### src/mcu_core_pkg.sv
/*
  Constants and encodings for the core register block.
  Assumes one core clock and a data space under 256 bytes.
*/
package mcu_core_pkg;

  // ==========
  // Widths
  localparam int DATA_W   = 8;
  localparam int PC_W     = 12;
  localparam int ROM_A_W  = 13;
  localparam int WIN_W    = 7;
  localparam int WIN_LO_W = 6;
  localparam int STACK_N  = 6;
  localparam int DEPTH_W  = 3;
  localparam int RAM_N    = 60;

  // ==========
  // Data-space map
  localparam logic [7:0] ADDR_PTR_ONE   = 8'h80;
  localparam logic [7:0] ADDR_PTR_TWO   = 8'h81;
  localparam logic [7:0] ADDR_SHORT_ONE = 8'h82;
  localparam logic [7:0] ADDR_SHORT_TWO = 8'h83;
  localparam logic [7:0] ADDR_ACC       = 8'hff;
  localparam logic [7:0] ADDR_ROM_WIN   = 8'hc9;
  localparam logic [7:0] WIN_FIRST      = 8'h40;
  localparam logic [7:0] WIN_LAST       = 8'h7f;
  localparam logic [7:0] RAM_FIRST      = 8'h84;
  localparam logic [7:0] RAM_LAST       = 8'hbf;
  localparam logic [7:0] WO_READ_VALUE  = 8'h00;

  // ==========
  // Program-space map and vectors
  localparam logic [11:0] USER_LO_2K   = 12'h880;
  localparam logic [11:0] USER_LO_4K   = 12'h080;
  localparam logic [11:0] USER_HI      = 12'hf9f;
  localparam logic [11:0] IMPL_LO_2K   = 12'h800;
  localparam logic [11:0] VEC_IRQ_TOP  = 12'hff8;
  localparam logic [11:0] VEC_IRQ_LO   = 12'hff0;
  localparam logic [11:0] VEC_NMI      = 12'hffc;
  localparam logic [11:0] VEC_RESET    = 12'hffe;
  localparam logic [2:0]  VEC_SEL_NMI  = 3'h0;

  // ==========
  // Encodings
  typedef enum logic [2:0] {
    MODE_NORMAL = 3'b001,
    MODE_IRQ    = 3'b010,
    MODE_NMI    = 3'b100
  } mode_e;

  typedef enum logic [7:0] {
    PC_HOLD   = 8'b0000_0001,
    PC_INC    = 8'b0000_0010,
    PC_JUMP   = 8'b0000_0100,
    PC_CALL   = 8'b0000_1000,
    PC_REL    = 8'b0001_0000,
    PC_VECTOR = 8'b0010_0000,
    PC_RET    = 8'b0100_0000,
    PC_INTERRUPT_RETURN_OP   = 8'b1000_0000
  } pc_op_e;

  typedef enum logic [4:0] {
    FLAG_NONE    = 5'b00001,
    FLAG_ARITH   = 5'b00010,
    FLAG_LOGIC   = 5'b00100,
    FLAG_BITTEST = 5'b01000,
    FLAG_ROTATE  = 5'b10000
  } flag_op_e;

endpackage : mcu_core_pkg

### src/mcu_core_regs.sv
/*
  Core registers, data RAM, ROM window, program counter, flags and stack.
  Assumes a decoder gives one pc_op and one flag_op per cycle, and that
  ROM and peripherals answer reads in the same cycle.
*/
`timescale 1ns/1ps

// Summary of operation
// RULE_01 - 8-bit accumulator, also at FFh
// RULE_02 - Pointer registers at 80h, 81h
// RULE_03 - Short-direct registers at 82h, 83h
// RULE_04 - 12-bit counter reaching 4096 bytes
// RULE_05 - Counter increments after each fetch
// RULE_06 - Relative branch adds signed offset
// RULE_07 - Counter loads jump, call, vector, reset, stack
// RULE_08 - Three flag pairs; only active pair changes
// RULE_09 - Interrupt switches pair; return restores prior (code restores it only after NMI; a maskable return always selects normal mode)
// RULE_10 - Mode switches never clear flags
// RULE_11 - Carry: arithmetic, tested bit, rotate
// RULE_12 - Zero set when result is zero
// RULE_13 - Reset starts in unmaskable mode
// RULE_14 - Six-level stack shifts down on push
// RULE_15 - Return pops level one, shifts up
// RULE_16 - Overflow holds depth, loses oldest
// RULE_17 - Return on empty stack keeps depth
// RULE_18 - 2K: user 0880h-0F9Fh, below 0800h absent
// RULE_19 - 4K: user 0080h-0F9Fh, low area reserved
// RULE_20 - Vectors 0FF0h-0FF7h, 0FFCh, 0FFEh
// RULE_21 - 64-byte window reads ROM constants
// RULE_22 - 60 RAM bytes, no bank register
// RULE_23 - Window: select high, address low six
// RULE_24 - Registers, flags, stack undefined after reset
module mcu_core_regs
#(
  parameter bit ROM_4K = 1'b1
)
(
  // Clock and reset
  input  wire logic                              ref_clk_i,
  input  wire logic                              rst_i,
  // Program counter control
  input  wire mcu_core_pkg::pc_op_e              pc_op_i,
  input  wire logic [mcu_core_pkg::PC_W-1:0]     target_i,
  input  wire logic [mcu_core_pkg::DATA_W-1:0]   offset_i,
  input  wire logic [2:0]                        vec_sel_i,
  // Program space
  output logic [mcu_core_pkg::PC_W-1:0]          prog_addr_o,
  output logic                                   pc_in_user_o,
  output logic                                   pc_implemented_o,
  // Data-space access
  input  wire logic [7:0]                        ds_addr_i,
  input  wire logic                              ds_rd_i,
  input  wire logic                              ds_wr_i,
  input  wire logic [mcu_core_pkg::DATA_W-1:0]   ds_wdata_i,
  output logic [mcu_core_pkg::DATA_W-1:0]        ds_rdata_o,
  // Peripheral registers outside this block
  output logic                                   ext_sel_o,
  input  wire logic [mcu_core_pkg::DATA_W-1:0]   ext_rdata_i,
  // Data-window port onto program ROM
  output logic [mcu_core_pkg::ROM_A_W-1:0]       data_rom_addr_o,
  input  wire logic [mcu_core_pkg::DATA_W-1:0]   data_rom_data_i,
  // ALU result and flag control
  input  wire mcu_core_pkg::flag_op_e            flag_op_i,
  input  wire logic [mcu_core_pkg::DATA_W-1:0]   alu_result_i,
  input  wire logic                              alu_carry_i,
  input  wire logic                              alu_acc_we_i,
  input  wire logic                              tested_bit_i,
  // Visible state
  output logic [mcu_core_pkg::DATA_W-1:0]        accumulator_o,
  output mcu_core_pkg::mode_e                    mode_o,
  output logic                                   carry_o,
  output logic                                   zero_o,
  output logic [mcu_core_pkg::DEPTH_W-1:0]       stack_depth_o,
  output logic                                   stack_empty_o
);

  localparam int DW = mcu_core_pkg::DATA_W;
  localparam int PW = mcu_core_pkg::PC_W;
  localparam int RN = mcu_core_pkg::RAM_N;

  // ==========
  // State
  typedef struct packed {
    logic [PW-1:0]                       pc;
    logic [DW-1:0]                       accumulator;
    logic [DW-1:0]                       pointer_reg_one;
    logic [DW-1:0]                       pointer_reg_two;
    logic [DW-1:0]                       short_direct_reg_one;
    logic [DW-1:0]                       short_direct_reg_two;
    logic [mcu_core_pkg::WIN_W-1:0]      rom_window_select;
    mcu_core_pkg::mode_e                 mode;
    mcu_core_pkg::mode_e                 nmi_prev_mode;
    logic [DW-1:0]                       rdata;
    logic [RN-1:0][DW-1:0]               ram;
  } core_state_s;

  core_state_s state;
  core_state_s next_state;

  // ==========
  // Submodule wiring
  logic          push;
  logic          pop;
  logic [PW-1:0] stack_top;
  logic          stack_empty;
  logic          carry;
  logic          zero;
  logic          carry_we;
  logic          next_carry;
  logic          zero_we;
  logic          next_zero;

  // ==========
  // Address decode
  logic       in_window;
  logic       in_ram;
  logic [7:0] ram_index;
  logic       internal;

  assign in_window = (ds_addr_i >= mcu_core_pkg::WIN_FIRST)
                  && (ds_addr_i <= mcu_core_pkg::WIN_LAST);
  // Whole space fits in eight address bits, so no bank register exists
  assign in_ram    = (ds_addr_i >= mcu_core_pkg::RAM_FIRST)
                  && (ds_addr_i <= mcu_core_pkg::RAM_LAST); // see RULE_22
  assign ram_index = ds_addr_i - mcu_core_pkg::RAM_FIRST;
  assign internal  = in_window || in_ram
                  || (ds_addr_i == mcu_core_pkg::ADDR_PTR_ONE)
                  || (ds_addr_i == mcu_core_pkg::ADDR_PTR_TWO)
                  || (ds_addr_i == mcu_core_pkg::ADDR_SHORT_ONE)
                  || (ds_addr_i == mcu_core_pkg::ADDR_SHORT_TWO)
                  || (ds_addr_i == mcu_core_pkg::ADDR_ACC)
                  || (ds_addr_i == mcu_core_pkg::ADDR_ROM_WIN);

  assign ext_sel_o = (ds_rd_i || ds_wr_i) && !internal;

  // Window register is cleared at reset only to avoid X: software must load it before first use
  assign data_rom_addr_o = {state.rom_window_select,
                            ds_addr_i[mcu_core_pkg::WIN_LO_W-1:0]}; // see RULE_23

  // ==========
  // Flag sources
  always_comb
  begin
    carry_we   = 1'b0;
    next_carry = carry;
    zero_we    = 1'b0;
    next_zero  = zero;
    unique case (flag_op_i)
      mcu_core_pkg::FLAG_NONE:
      begin
      end
      mcu_core_pkg::FLAG_ARITH:
      begin
        carry_we   = 1'b1;
        next_carry = alu_carry_i; // see RULE_11
        zero_we    = 1'b1;
        next_zero  = (alu_result_i == '0); // see RULE_12
      end
      mcu_core_pkg::FLAG_LOGIC:
      begin
        zero_we    = 1'b1;
        next_zero  = (alu_result_i == '0); // see RULE_12
      end
      mcu_core_pkg::FLAG_BITTEST:
      begin
        carry_we   = 1'b1;
        next_carry = tested_bit_i; // see RULE_11
      end
      mcu_core_pkg::FLAG_ROTATE:
      begin
        carry_we   = 1'b1;
        next_carry = state.accumulator[DW-1]; // see RULE_11
        zero_we    = 1'b1;
        next_zero  = ({state.accumulator[DW-2:0], carry} == '0);
      end
      default:
      begin
      end
    endcase
  end

  // ==========
  // Program counter, mode and data-space registers
  always_comb
  begin
    next_state = state;
    push       = 1'b0;
    pop        = 1'b0;

    unique case (pc_op_i)
      mcu_core_pkg::PC_HOLD:
      begin
      end
      mcu_core_pkg::PC_INC:
      begin
        next_state.pc = state.pc + 1'b1; // see RULE_05
      end
      mcu_core_pkg::PC_JUMP:
      begin
        next_state.pc = target_i; // see RULE_07
      end
      mcu_core_pkg::PC_CALL:
      begin
        push          = 1'b1; // see RULE_14
        next_state.pc = target_i; // see RULE_07
      end
      mcu_core_pkg::PC_REL:
      begin
        next_state.pc = state.pc + {{(PW-DW){offset_i[DW-1]}}, offset_i}; // see RULE_06
      end
      mcu_core_pkg::PC_VECTOR:
      begin
        push = 1'b1; // see RULE_14
        if (vec_sel_i == mcu_core_pkg::VEC_SEL_NMI)
        begin
          next_state.pc            = mcu_core_pkg::VEC_NMI; // see RULE_20
          next_state.nmi_prev_mode = state.mode;
          next_state.mode          = mcu_core_pkg::MODE_NMI; // see RULE_09
        end
        else
        begin
          // Vector n of the maskable group sits at top minus 2n
          next_state.pc   = mcu_core_pkg::VEC_IRQ_TOP
                          - {8'h00, vec_sel_i, 1'b0}; // see RULE_20
          next_state.mode = mcu_core_pkg::MODE_IRQ; // see RULE_09
        end
      end
      mcu_core_pkg::PC_RET:
      begin
        pop = 1'b1; // see RULE_15
        // Empty stack: counter already points past the return
        if (!stack_empty)
        begin
          next_state.pc = stack_top; // see RULE_07
        end
      end
      mcu_core_pkg::PC_INTERRUPT_RETURN_OP:
      begin
        pop = 1'b1; // see RULE_15
        if (!stack_empty)
        begin
          next_state.pc = stack_top; // see RULE_17
        end
        if (state.mode == mcu_core_pkg::MODE_NMI)
        begin
          next_state.mode = state.nmi_prev_mode; // see RULE_09
        end
        else
        begin
          next_state.mode = mcu_core_pkg::MODE_NORMAL; // see RULE_09
        end
      end
      default:
      begin
      end
    endcase

    // Data-space writes
    if (ds_wr_i)
    begin
      if (in_ram)
      begin
        next_state.ram[ram_index[5:0]] = ds_wdata_i; // see RULE_22
      end
      unique case (ds_addr_i)
        mcu_core_pkg::ADDR_PTR_ONE:   next_state.pointer_reg_one      = ds_wdata_i; // see RULE_02
        mcu_core_pkg::ADDR_PTR_TWO:   next_state.pointer_reg_two      = ds_wdata_i; // see RULE_02
        mcu_core_pkg::ADDR_SHORT_ONE: next_state.short_direct_reg_one = ds_wdata_i; // see RULE_03
        mcu_core_pkg::ADDR_SHORT_TWO: next_state.short_direct_reg_two = ds_wdata_i; // see RULE_03
        mcu_core_pkg::ADDR_ACC:       next_state.accumulator          = ds_wdata_i; // see RULE_01
        mcu_core_pkg::ADDR_ROM_WIN:
        begin
          next_state.rom_window_select = ds_wdata_i[mcu_core_pkg::WIN_W-1:0]; // see RULE_23
        end
        default:
        begin
        end
      endcase
    end

    // ALU writes to the accumulator take priority over a bus write
    if (flag_op_i == mcu_core_pkg::FLAG_ROTATE)
    begin
      next_state.accumulator = {state.accumulator[DW-2:0], carry}; // see RULE_11
    end
    else if (alu_acc_we_i)
    begin
      next_state.accumulator = alu_result_i; // see RULE_01
    end

    // Data-space reads, answered one cycle later from a register
    if (ds_rd_i)
    begin
      if (in_window)
      begin
        next_state.rdata = data_rom_data_i; // see RULE_21
      end
      else if (in_ram)
      begin
        next_state.rdata = state.ram[ram_index[5:0]];
      end
      else
      begin
        unique case (ds_addr_i)
          mcu_core_pkg::ADDR_PTR_ONE:   next_state.rdata = state.pointer_reg_one; // see RULE_02
          mcu_core_pkg::ADDR_PTR_TWO:   next_state.rdata = state.pointer_reg_two;
          mcu_core_pkg::ADDR_SHORT_ONE: next_state.rdata = state.short_direct_reg_one;
          mcu_core_pkg::ADDR_SHORT_TWO: next_state.rdata = state.short_direct_reg_two;
          mcu_core_pkg::ADDR_ACC:       next_state.rdata = state.accumulator; // see RULE_01
          // Write-only: software cannot read back the window select
          mcu_core_pkg::ADDR_ROM_WIN:   next_state.rdata = mcu_core_pkg::WO_READ_VALUE;
          default:                      next_state.rdata = ext_rdata_i;
        endcase
      end
    end
  end

  // ==========
  // Registers
  // Working registers are cleared only to avoid X; software sees them undefined
  always_ff @(posedge ref_clk_i)
  begin
    if (rst_i)
    begin
      state      <= '0; // see RULE_24
      state.pc   <= mcu_core_pkg::VEC_RESET; // see RULE_07
      state.mode <= mcu_core_pkg::MODE_NMI; // see RULE_13
      state.nmi_prev_mode <= mcu_core_pkg::MODE_NORMAL;
    end
    else
    begin
      state <= next_state;
    end
  end

  // ==========
  // Submodules
  return_stack #(
    .DEPTH       (mcu_core_pkg::STACK_N)
  ) u_stack (
    .ref_clk_i   (ref_clk_i),
    .rst_i       (rst_i),
    .push_i      (push),
    .pop_i       (pop),
    .push_addr_i (state.pc),
    .top_o       (stack_top),
    .empty_o     (stack_empty),
    .depth_o     (stack_depth_o)
  );

  flag_bank u_flags (
    .ref_clk_i   (ref_clk_i),
    .rst_i       (rst_i),
    .mode_i      (state.mode),
    .carry_we_i  (carry_we),
    .carry_i     (next_carry),
    .zero_we_i   (zero_we),
    .zero_i      (next_zero),
    .carry_o     (carry),
    .zero_o      (zero)
  );

  // ==========
  // Outputs
  assign prog_addr_o   = state.pc; // see RULE_04
  assign ds_rdata_o    = state.rdata;
  assign accumulator_o = state.accumulator;
  assign mode_o        = state.mode;
  assign carry_o       = carry;
  assign zero_o        = zero;
  assign stack_empty_o = stack_empty;

  // Program-space map for the two ROM sizes
  always_comb
  begin
    if (ROM_4K)
    begin
      pc_implemented_o = 1'b1;
      pc_in_user_o     = (state.pc >= mcu_core_pkg::USER_LO_4K)
                      && (state.pc <= mcu_core_pkg::USER_HI); // see RULE_19
    end
    else
    begin
      pc_implemented_o = (state.pc >= mcu_core_pkg::IMPL_LO_2K); // see RULE_18
      pc_in_user_o     = (state.pc >= mcu_core_pkg::USER_LO_2K)
                      && (state.pc <= mcu_core_pkg::USER_HI); // see RULE_18
    end
  end

endmodule : mcu_core_regs

### src/flag_bank.sv
/*
  Three carry/zero flag pairs, one per mode.
  Assumes a one-hot mode input.
*/
`timescale 1ns/1ps
module flag_bank
(
  // Clock and reset
  input  wire logic                  ref_clk_i,
  input  wire logic                  rst_i,
  // Mode and updates
  input  wire mcu_core_pkg::mode_e   mode_i,
  input  wire logic                  carry_we_i,
  input  wire logic                  carry_i,
  input  wire logic                  zero_we_i,
  input  wire logic                  zero_i,
  // Active pair
  output logic                       carry_o,
  output logic                       zero_o
);

  typedef struct packed {
    logic [2:0] carry;
    logic [2:0] zero;
  } flag_state_s;

  flag_state_s state;
  flag_state_s next_state;

  // ==========
  // Update
  // Pairs are never cleared on a mode switch, only by their own routine
  always_comb
  begin
    next_state = state;
    for (int i = 0; i < 3; i++)
    begin
      if (mode_i[i] && carry_we_i)
      begin
        next_state.carry[i] = carry_i; // see RULE_08
      end
      if (mode_i[i] && zero_we_i)
      begin
        next_state.zero[i] = zero_i; // see RULE_10
      end
    end
  end

  // Reset value is arbitrary for software purposes
  always_ff @(posedge ref_clk_i)
  begin
    if (rst_i)
    begin
      state <= '0;
    end
    else
    begin
      state <= next_state;
    end
  end

  assign carry_o = |(state.carry & mode_i); // see RULE_08
  assign zero_o  = |(state.zero & mode_i);

endmodule : flag_bank

### src/return_stack.sv
/*
  Six-level return stack of program addresses.
  Assumes push and pop never come together.
*/
`timescale 1ns/1ps
module return_stack
#(
  parameter int DEPTH = mcu_core_pkg::STACK_N
)
(
  // Clock and reset
  input  wire logic                          ref_clk_i,
  input  wire logic                          rst_i,
  // Control
  input  wire logic                          push_i,
  input  wire logic                          pop_i,
  input  wire logic [mcu_core_pkg::PC_W-1:0] push_addr_i,
  // Status
  output logic [mcu_core_pkg::PC_W-1:0]      top_o,
  output logic                               empty_o,
  output logic [mcu_core_pkg::DEPTH_W-1:0]   depth_o
);

  typedef struct packed {
    logic [DEPTH-1:0][mcu_core_pkg::PC_W-1:0] level;
    logic [mcu_core_pkg::DEPTH_W-1:0]         depth;
  } stack_state_s;

  stack_state_s state;
  stack_state_s next_state;

  localparam logic [mcu_core_pkg::DEPTH_W-1:0] FULL = mcu_core_pkg::DEPTH_W'(DEPTH);

  // ==========
  // Shift logic
  always_comb
  begin
    next_state = state;
    if (push_i)
    begin
      for (int i = DEPTH - 1; i > 0; i--)
      begin
        next_state.level[i] = state.level[i-1]; // see RULE_14
      end
      next_state.level[0] = push_addr_i;
      if (state.depth != FULL)
      begin
        next_state.depth = state.depth + 1'b1; // see RULE_16
      end
    end
    else if (pop_i && (state.depth != '0)) // see RULE_17
    begin
      for (int i = 0; i < DEPTH - 1; i++)
      begin
        next_state.level[i] = state.level[i+1]; // see RULE_15
      end
      next_state.depth = state.depth - 1'b1;
    end
  end

  // Contents are left as they are at reset; only the depth is defined
  always_ff @(posedge ref_clk_i)
  begin
    if (rst_i)
    begin
      state.depth <= '0;
    end
    else
    begin
      state <= next_state;
    end
  end

  assign top_o   = state.level[0];
  assign empty_o = (state.depth == '0);
  assign depth_o = state.depth;

endmodule : return_stack

### config.mk
export PLATFORM = sky130hd
export DESIGN_NAME = mcu_core_regs
export DESIGN_NICKNAME = d
export VERILOG_FILES = /design/src/mcu_core_pkg.sv /design/src/mcu_core_regs.sv /design/src/flag_bank.sv /design/src/return_stack.sv
export SDC_FILE = /design/constraint.sdc
export NUM_CORES = 2
export LEC_CHECK = 0
export CAP_MARGIN = 20
export CORE_ASPECT_RATIO = 1.1
export CORE_UTILIZATION = 35
export CTS_BUF_LIST = sky130_fd_sc_hd__clkbuf_4 sky130_fd_sc_hd__clkbuf_8
export CTS_CLUSTER_SIZE = 30
export DETAILED_ROUTE_END_ITERATION = 7
export DONT_BUFFER_PORTS = 1
export PLACE_DENSITY = 0.52
export SLEW_MARGIN = 25
export SYNTH_ARGS = -nofsm -noshare
export SYNTH_HDL_FRONTEND = slang
export SYNTH_SLANG_ARGS = --single-unit
export TNS_END_PERCENT = 30
### constraint.sdc
create_clock -name ref_clk_i -period 5.1 [get_ports ref_clk_i]
set_input_delay 0.765 -clock ref_clk_i [delete_from_list [all_inputs] [get_ports ref_clk_i]]
set_output_delay 0.765 -clock ref_clk_i [all_outputs]
set_load 0.05 [all_outputs]
# Yosys cells after proc, flatten, opt, wreduce, memory -nomap -nowiden
# Index checks and enable logic that the tools add are counted.
[classes] add_sub_neg=6 bitwise_logic=3 order_cmp=8 reduce_logical=51 muxes=32 eq_ne=21
[ops] cell="$bwmux W480" count=1
[ops] cell="$mux W63" count=2
[ops] cell="$mux W8" count=11
[ops] cell="$pmux W12 S5" count=1
[ops] cell="$eq A8 B8 Y1 const B" count=7
[ops] cell="$bmux W8 S6" count=1
[ops] cell="$demux W8 S6" count=1
[ops] cell="$pmux W8 S6" count=1
[ops] cell="$mux W47" count=1
[ops] cell="$mux W12" count=2
[ops] cell="$reduce_and A2 Y1" count=12
[ops] cell="$logic_not A8 Y1" count=2
[ops] cell="$add A12 B1 Y12 const B" count=1
[ops] cell="$add A12 B12 Y12" count=1
[ops] cell="$ge A12 B8 Y1 const B" count=1
[ops] cell="$le A12 B12 Y1 const B" count=1
[ops] cell="$logic_and A1 B1 Y1" count=12
[ops] cell="$reduce_or A3 Y1" count=4
[ops] cell="$mux W3" count=3
[ops] cell="$reduce_bool A3 Y1" count=3
[ops] cell="$eq A8 B2 Y1 const B" count=1
[ops] cell="$eq A8 B3 Y1 const B" count=1
[ops] cell="$eq A8 B4 Y1 const B" count=1
[ops] cell="$eq A8 B5 Y1 const B" count=1
[ops] cell="33 further kinds" count=49
[word_totals] output_inout_bits=53 input_bits=83 wordCells=204 reg_bits=634

# Depth between registers and ports, before layout
[logic_depth] depth_word=11 ltp_mapped=15 mapped_depth_nobuf=13

# Hierarchy
# A second synthesis with hierarchy kept.
[unflattened] cells_unflattened=3119 hier_area_um2=29919.9
[by_module_without_submodules] module="mcu_core_regs" area_per_inst_um2=26437.9 cells_per_inst=2906 seq_area_each_um2=11070.6 n_inst=1
[by_module_without_submodules] module="return_stack" area_per_inst_um2=3214.3 cells_per_inst=185 seq_area_each_um2=2222.1 n_inst=1
[by_module_without_submodules] module="flag_bank" area_per_inst_um2=267.8 cells_per_inst=28 seq_area_each_um2=120.1 n_inst=1

# Least setup slack after synthesis
# No wires, ideal clock.
[synth_path] kind="input-to-reg" start="input pc_op_i[1]" end="register u_stack.state[15] (netlist name) (enable)" path_buffers=3 setup_time_ps=478 t_required_ps=4622 stages=7 setup_slack_ps=-19 arrival_time_ps=4641 cell_sequence="or2_2 -> clkbuf_1 -> nor4_4 -> buf_2 -> buf_2 -> a21oi_1 -> nor2_1"
[synth_via] elab_chain_cells=6 elab_cells_between_ends=11 classes_between="eq/ne (4); mux (2); reduce/logical (5)"
[synth_lines] item="from (decl)" line_no="mcu_core_regs.sv:42" source="input wire mcu_core_pkg::pc_op_e pc_op_i,"
[synth_lines] item="$eq A8 B8 Y1 or $eq A8 B7 Y1 (tied branches)" line_no="mcu_core_regs.sv:190" source="unique case (pc_op_i)"
[synth_lines] item="$reduce_or A2 Y1 (no source line)"
[synth_lines] item="$mux W1" line_no="mcu_core_regs.sv:190"
[synth_lines] item="$logic_and A1 B1 Y1" line_no="return_stack.sv:51" source="else if (pop_i && (state.depth != '0))"
[synth_lines] item="$reduce_bool A2 Y1 (no source line) *"
[synth_lines] item="$reduce_and A2 Y1 (no source line) *"
[synth_lines] item="to (signal assigned)" line_no="return_stack.sv:70" source="state <= next_state;"
[synth_lines] item="to (decl)" line_no="return_stack.sv:29" source="stack_state_s state;"
# Every way passes the cells marked *; elsewhere a longest branch is shown, timed or not.
# A chain may end at the register's enable or synchronous reset.

# Worst setup path after layout
[layout_path] start="input ds_addr_i[2]" end="output ext_sel_o"
[layout_via] elab_chain_cells=11 elab_cells_between_ends=21 classes_between="order compare (4); eq/ne (6); reduce/logical (11)"
[layout_lines] item="from (decl)" line_no="mcu_core_regs.sv:51" source="input wire logic [7:0] ds_addr_i,"
[layout_lines] item="$ge A8 B7 Y1, or another cell as far along" line_no="mcu_core_regs.sv:120" source="assign in_window = (ds_addr_i >= mcu_core_pkg::WIN_FIRST)"
[layout_lines] item="$logic_and A1 B1 Y1, on equally long branches" line_no="mcu_core_regs.sv:121, mcu_core_regs.sv:124"
[layout_lines] item="$logic_or A1 B1 Y1" line_no="mcu_core_regs.sv:126" source="assign internal = in_window || in_ram"
[layout_lines] item="$logic_or A1 B1 Y1" line_no="mcu_core_regs.sv:127" source="|| (ds_addr_i == mcu_core_pkg::ADDR_PTR_ONE)"
[layout_lines] item="$logic_or A1 B1 Y1" line_no="mcu_core_regs.sv:128" source="|| (ds_addr_i == mcu_core_pkg::ADDR_PTR_TWO)"
[layout_lines] item="$logic_or A1 B1 Y1" line_no="mcu_core_regs.sv:129" source="|| (ds_addr_i == mcu_core_pkg::ADDR_SHORT_ONE)"
[layout_lines] item="$logic_or A1 B1 Y1" line_no="mcu_core_regs.sv:130" source="|| (ds_addr_i == mcu_core_pkg::ADDR_SHORT_TWO)"
[layout_lines] item="$logic_or A1 B1 Y1" line_no="mcu_core_regs.sv:131" source="|| (ds_addr_i == mcu_core_pkg::ADDR_ACC)"
[layout_lines] item="$logic_or A1 B1 Y1 *" line_no="mcu_core_regs.sv:132" source="|| (ds_addr_i == mcu_core_pkg::ADDR_ROM_WIN);"
[layout_lines] item="$logic_not A1 Y1 *" line_no="mcu_core_regs.sv:134" source="assign ext_sel_o = (ds_rd_i || ds_wr_i) && !internal;"
[layout_lines] item="$logic_and A1 B1 Y1 *" line_no="mcu_core_regs.sv:134"
[layout_lines] item="to (decl)" line_no="mcu_core_regs.sv:57" source="output logic ext_sel_o,"
# Marked as above.

==> results by group <==
Run status
  • Outcome: complete, but fails checks
  • Violated checks: slew limit

GRT
  • GRT Util Overall: 20.2%
  • Initial antenna violation count: 3
  • Largest net degree at the start of global routing: 559
  • Grt ovf: 0
  • Vias in the first global route: 22200
  • First-pass GRT wire length: 136000 µm

Drt
  • Residual DRC: 0
  • Routed length per instance: 21.6 µm
  • Remaining antenna violation count: 0
  • Iteration-0 DRC Markers: 2154
  • DR vias/cell: 5.56
  • Vias: 23200
  • Pre-antenna DRT Iters: 8
  • Total Wirelength: 89800 µm

Clock tree
  • Hold-fix buffers, CTS: 0
  • Root buf cell: clkbuf_8
  • Num CTS Buffers: 108
  • Clk slew on worst S/H paths: 60 ps
  • Post-CTS Setup Bufs: 0
  • Max Buffers Root-to-Sink: 3
  • CTS resizes: 0
  • CTS tree: built
  • CTS H-Tree Depth: 3
  • Clock Sinks: 634
  • Skew-Pair Late Insertion Delay: 730 ps

Setup path
  • Setup crit start kind: input port
  • Critical path data arrival time: 3080 ps
  • R2R Setup Slk: 2100 ps
  • Setup crit end kind: output port
  • Crit path max fanout: 64
  • Worst Path Class, Setup: input port to output port
  • Crit path required time: 4340 ps

Yosys
  • Synth top area share: 37.5%
  • Async set or reset register ratio after synthesis: 0%
  • Post-synthesis sequential area ratio: 44.7%
  • Synthesis warning total: 0
  • EDFF count, synth: 72
  • Syn nets: 3206
  • #FFs+latches synth: 634
  • Mapped Cells: 3107
  • Post-Syn Area per Cell: 9.65 µm²
  • Post-synth top area cell: dfxtp_1
  • Dominant synthesized flop cell: dfxtp_1
  • Synth area leaders: dfxtp_1 (38%), mux4_2 (9.8%), mux2i_1 (7.9%)
  • Cell Area, Synth: 30000 µm²
  • Synth cell types: 82

Layout
  • Commonest non-fill, non-tap cell in the layout: dfxtp_1
  • Layout cells sized above 1: 16.3%
  • Final core occ: 38.3%
  • Commonest non-fill, non-tap cells in the layout: dfxtp_1 (562), nand2_1 (402), a21oi_1 (363)
  • Nets: 3039
  • Syn-to-layout area delta: 8.40%
  • Fill cells: 8403

Power and ir drop
  • Switching share of power: 23.0%
  • Power per Cell Area: 318 nW/µm²
  • Net Switching: 2.37 mW
  • Peak supply drop: 0.180 mV
  • P_leak: 10.8 nW
  • Sequential group share of total power: 49.5%
  • Logic pwr share: 3.4%
  • Pint: 7.95 mW
  • Clk pwr share: 47.1%

Floorplanning
  • Die area: 86800 µm²
  • Core footprint: 84800 µm²
  • Top Ports: 136
  • Chip width: 281 µm
  • Die Y: 309 µm
  • Starting density of the core: 35.4%
  • Cell Rows: 112

Job
  • Max cap viols: 0

Timing
  • Final hold violation count: 0
  • Worst-margin pin slew: 2250 ps
  • Final Skew: 33.4 ps
  • Setup TNS: 0 ps
  • Unrepaired setup endpoints after global routing: no
  • Setup-failing EPs final: 0
  • Slew margin rel.: -50.2%
  • Slew Viols, Final: 383
  • Final Cycle Share: 75.4%
  • Peak Freq: 260 MHz
  • Final worst path period need: 3850 ps

Placement
  • Routability cong.: 0.874
  • Post-DP HPWL: 54600 µm
  • IO buf count: 0

Min path
  • Min-delay worst type: input port to flip-flop
## state kept, by name, indices dropped and copies added, names as in the netlist, 6 cells and up
| signal | cells |
|---|---|
| prog_addr_o | 12 |
| u_stack.top_o | 12 |
| ds_rdata_o | 8 |
| accumulator_o | 8 |
| u_flags.state | 6 |
| data_rom_addr_o | 7 |
| u_stack.state | 60 |
| state | 515 |
## worst paths after layout
| path | depth (start not counted) | startpoint | endpoint |
|---|---|---|---|
| worst min-delay path | 1 | ds_rd_i | ds_rdata_o[5]$_SDFFE_PP0P_ |
| worst max-delay path | 7 | ds_addr_i[2] | ext_sel_o |
| worst min register to register | 0 | u_stack.state[55]$_DFFE_PP_ | u_stack.state[67]$_DFFE_PP_ |
| worst max register to register | 10 | prog_addr_o[0]$_SDFFE_PP0P_ | prog_addr_o[8]$_SDFFE_PP1P_ |
## layer usage
layer  part of all wire (%)  vias up  GRT usage, %
li1                       -    10700             -
met1                     43    11500          27.1
met2                     46      846          31.8
met3                    7.1      157          3.99
met4                    3.3        0          8.23
met5                      0        -             0
## worst max-delay path, cell delays in order
cell	delay (ps)
inv_1	120
buf_4	240
ha_1	320
or3b_1	400
o21ba_2	280
nand2_1	290
o2111a_1	590
## power by group through the flow
stage	Combinational (mW)	Sequential, mW	Clock [mW]
2_1_floorplan	0.520	5.17	0
3_3_place_gp	0.339	5.22	0
3_5_place_dp	0.344	5.22	0
4_1_cts	0.345	5.11	4.97
5_1_grt	0.371	5.11	5.22
6_report	0.351	5.11	4.86
## cells by family (layout without fill, tap and decap cells)
group | Yosys count | count (layout) | synth area share [%]
muxes | 441 | 441 | 20.8
adders and majority gates | 16 | 16 | 0.718
and+or+nand+nor | 1133 | 1133 | 17.6
AOI/OAI and AO/OA | 534 | 534 | 10.2
buffers and inverters | 337 | 252 | 5.69
DFF | 634 | 634 | 44.7
xor gates and xnor gates | 11 | 11 | 0.321
other | 1 | 4 | 0.0125
## cells in the mapped netlist, drive strengths merged (6+ instances only)
master,instances
nand2b,20
nor3,12
inv,17
a211oi,22
nand3,312
buf,162
xnor2,9
nor2,296
a221oi,8
a21o,7
or3,8
nand4,8
clkbuf,157
mux2i,238
mux2,66
mux4,137
a31oi,8
or2,6
o21ai,52
o211ai,10
dfxtp,562
a22oi,10
ha,14
a21oi,365
o22ai,8
nand2,405
and3,12
nor4,10
and2,12
nor2b,22
edfxtp,72
## layout make-up
cell class	instances	area (µm²)	area share, %
Inverter	18	67.6	0.208
Multi-Input combinational cell	2136	14900	45.9
Tap cell	1140	1430	4.39
Sequential cell	634	13400	41.3
Antenna cell	3	7.51	0.0231
Clock buffer	171	2140	6.59
Timing Repair Buffer	42	340	1.05
Clock inverter	21	173	0.531
## through the flow
| stage | instance area, µm² | hold slack [ps] | power [mW] | std cells | setup WS (ps) |
|---|---|---|---|---|---|
| floorplan | 30000 | 422 | 5.69 | 3107 | 990 |
| global placement | 30200 | 435 | 5.56 | 3970 | 1350 |
| detailed placement | 30200 | 430 | 5.56 | 3970 | 1280 |
| CTS | 32500 | 91.3 | 10.4 | 4162 | 1340 |
| global route | 32500 | 141 | 10.7 | 4165 | 1230 |
| finish | 32500 | 179 | 10.3 | 4165 | 1250 |
No activity file was read; power rests on OpenSTA's default activity.
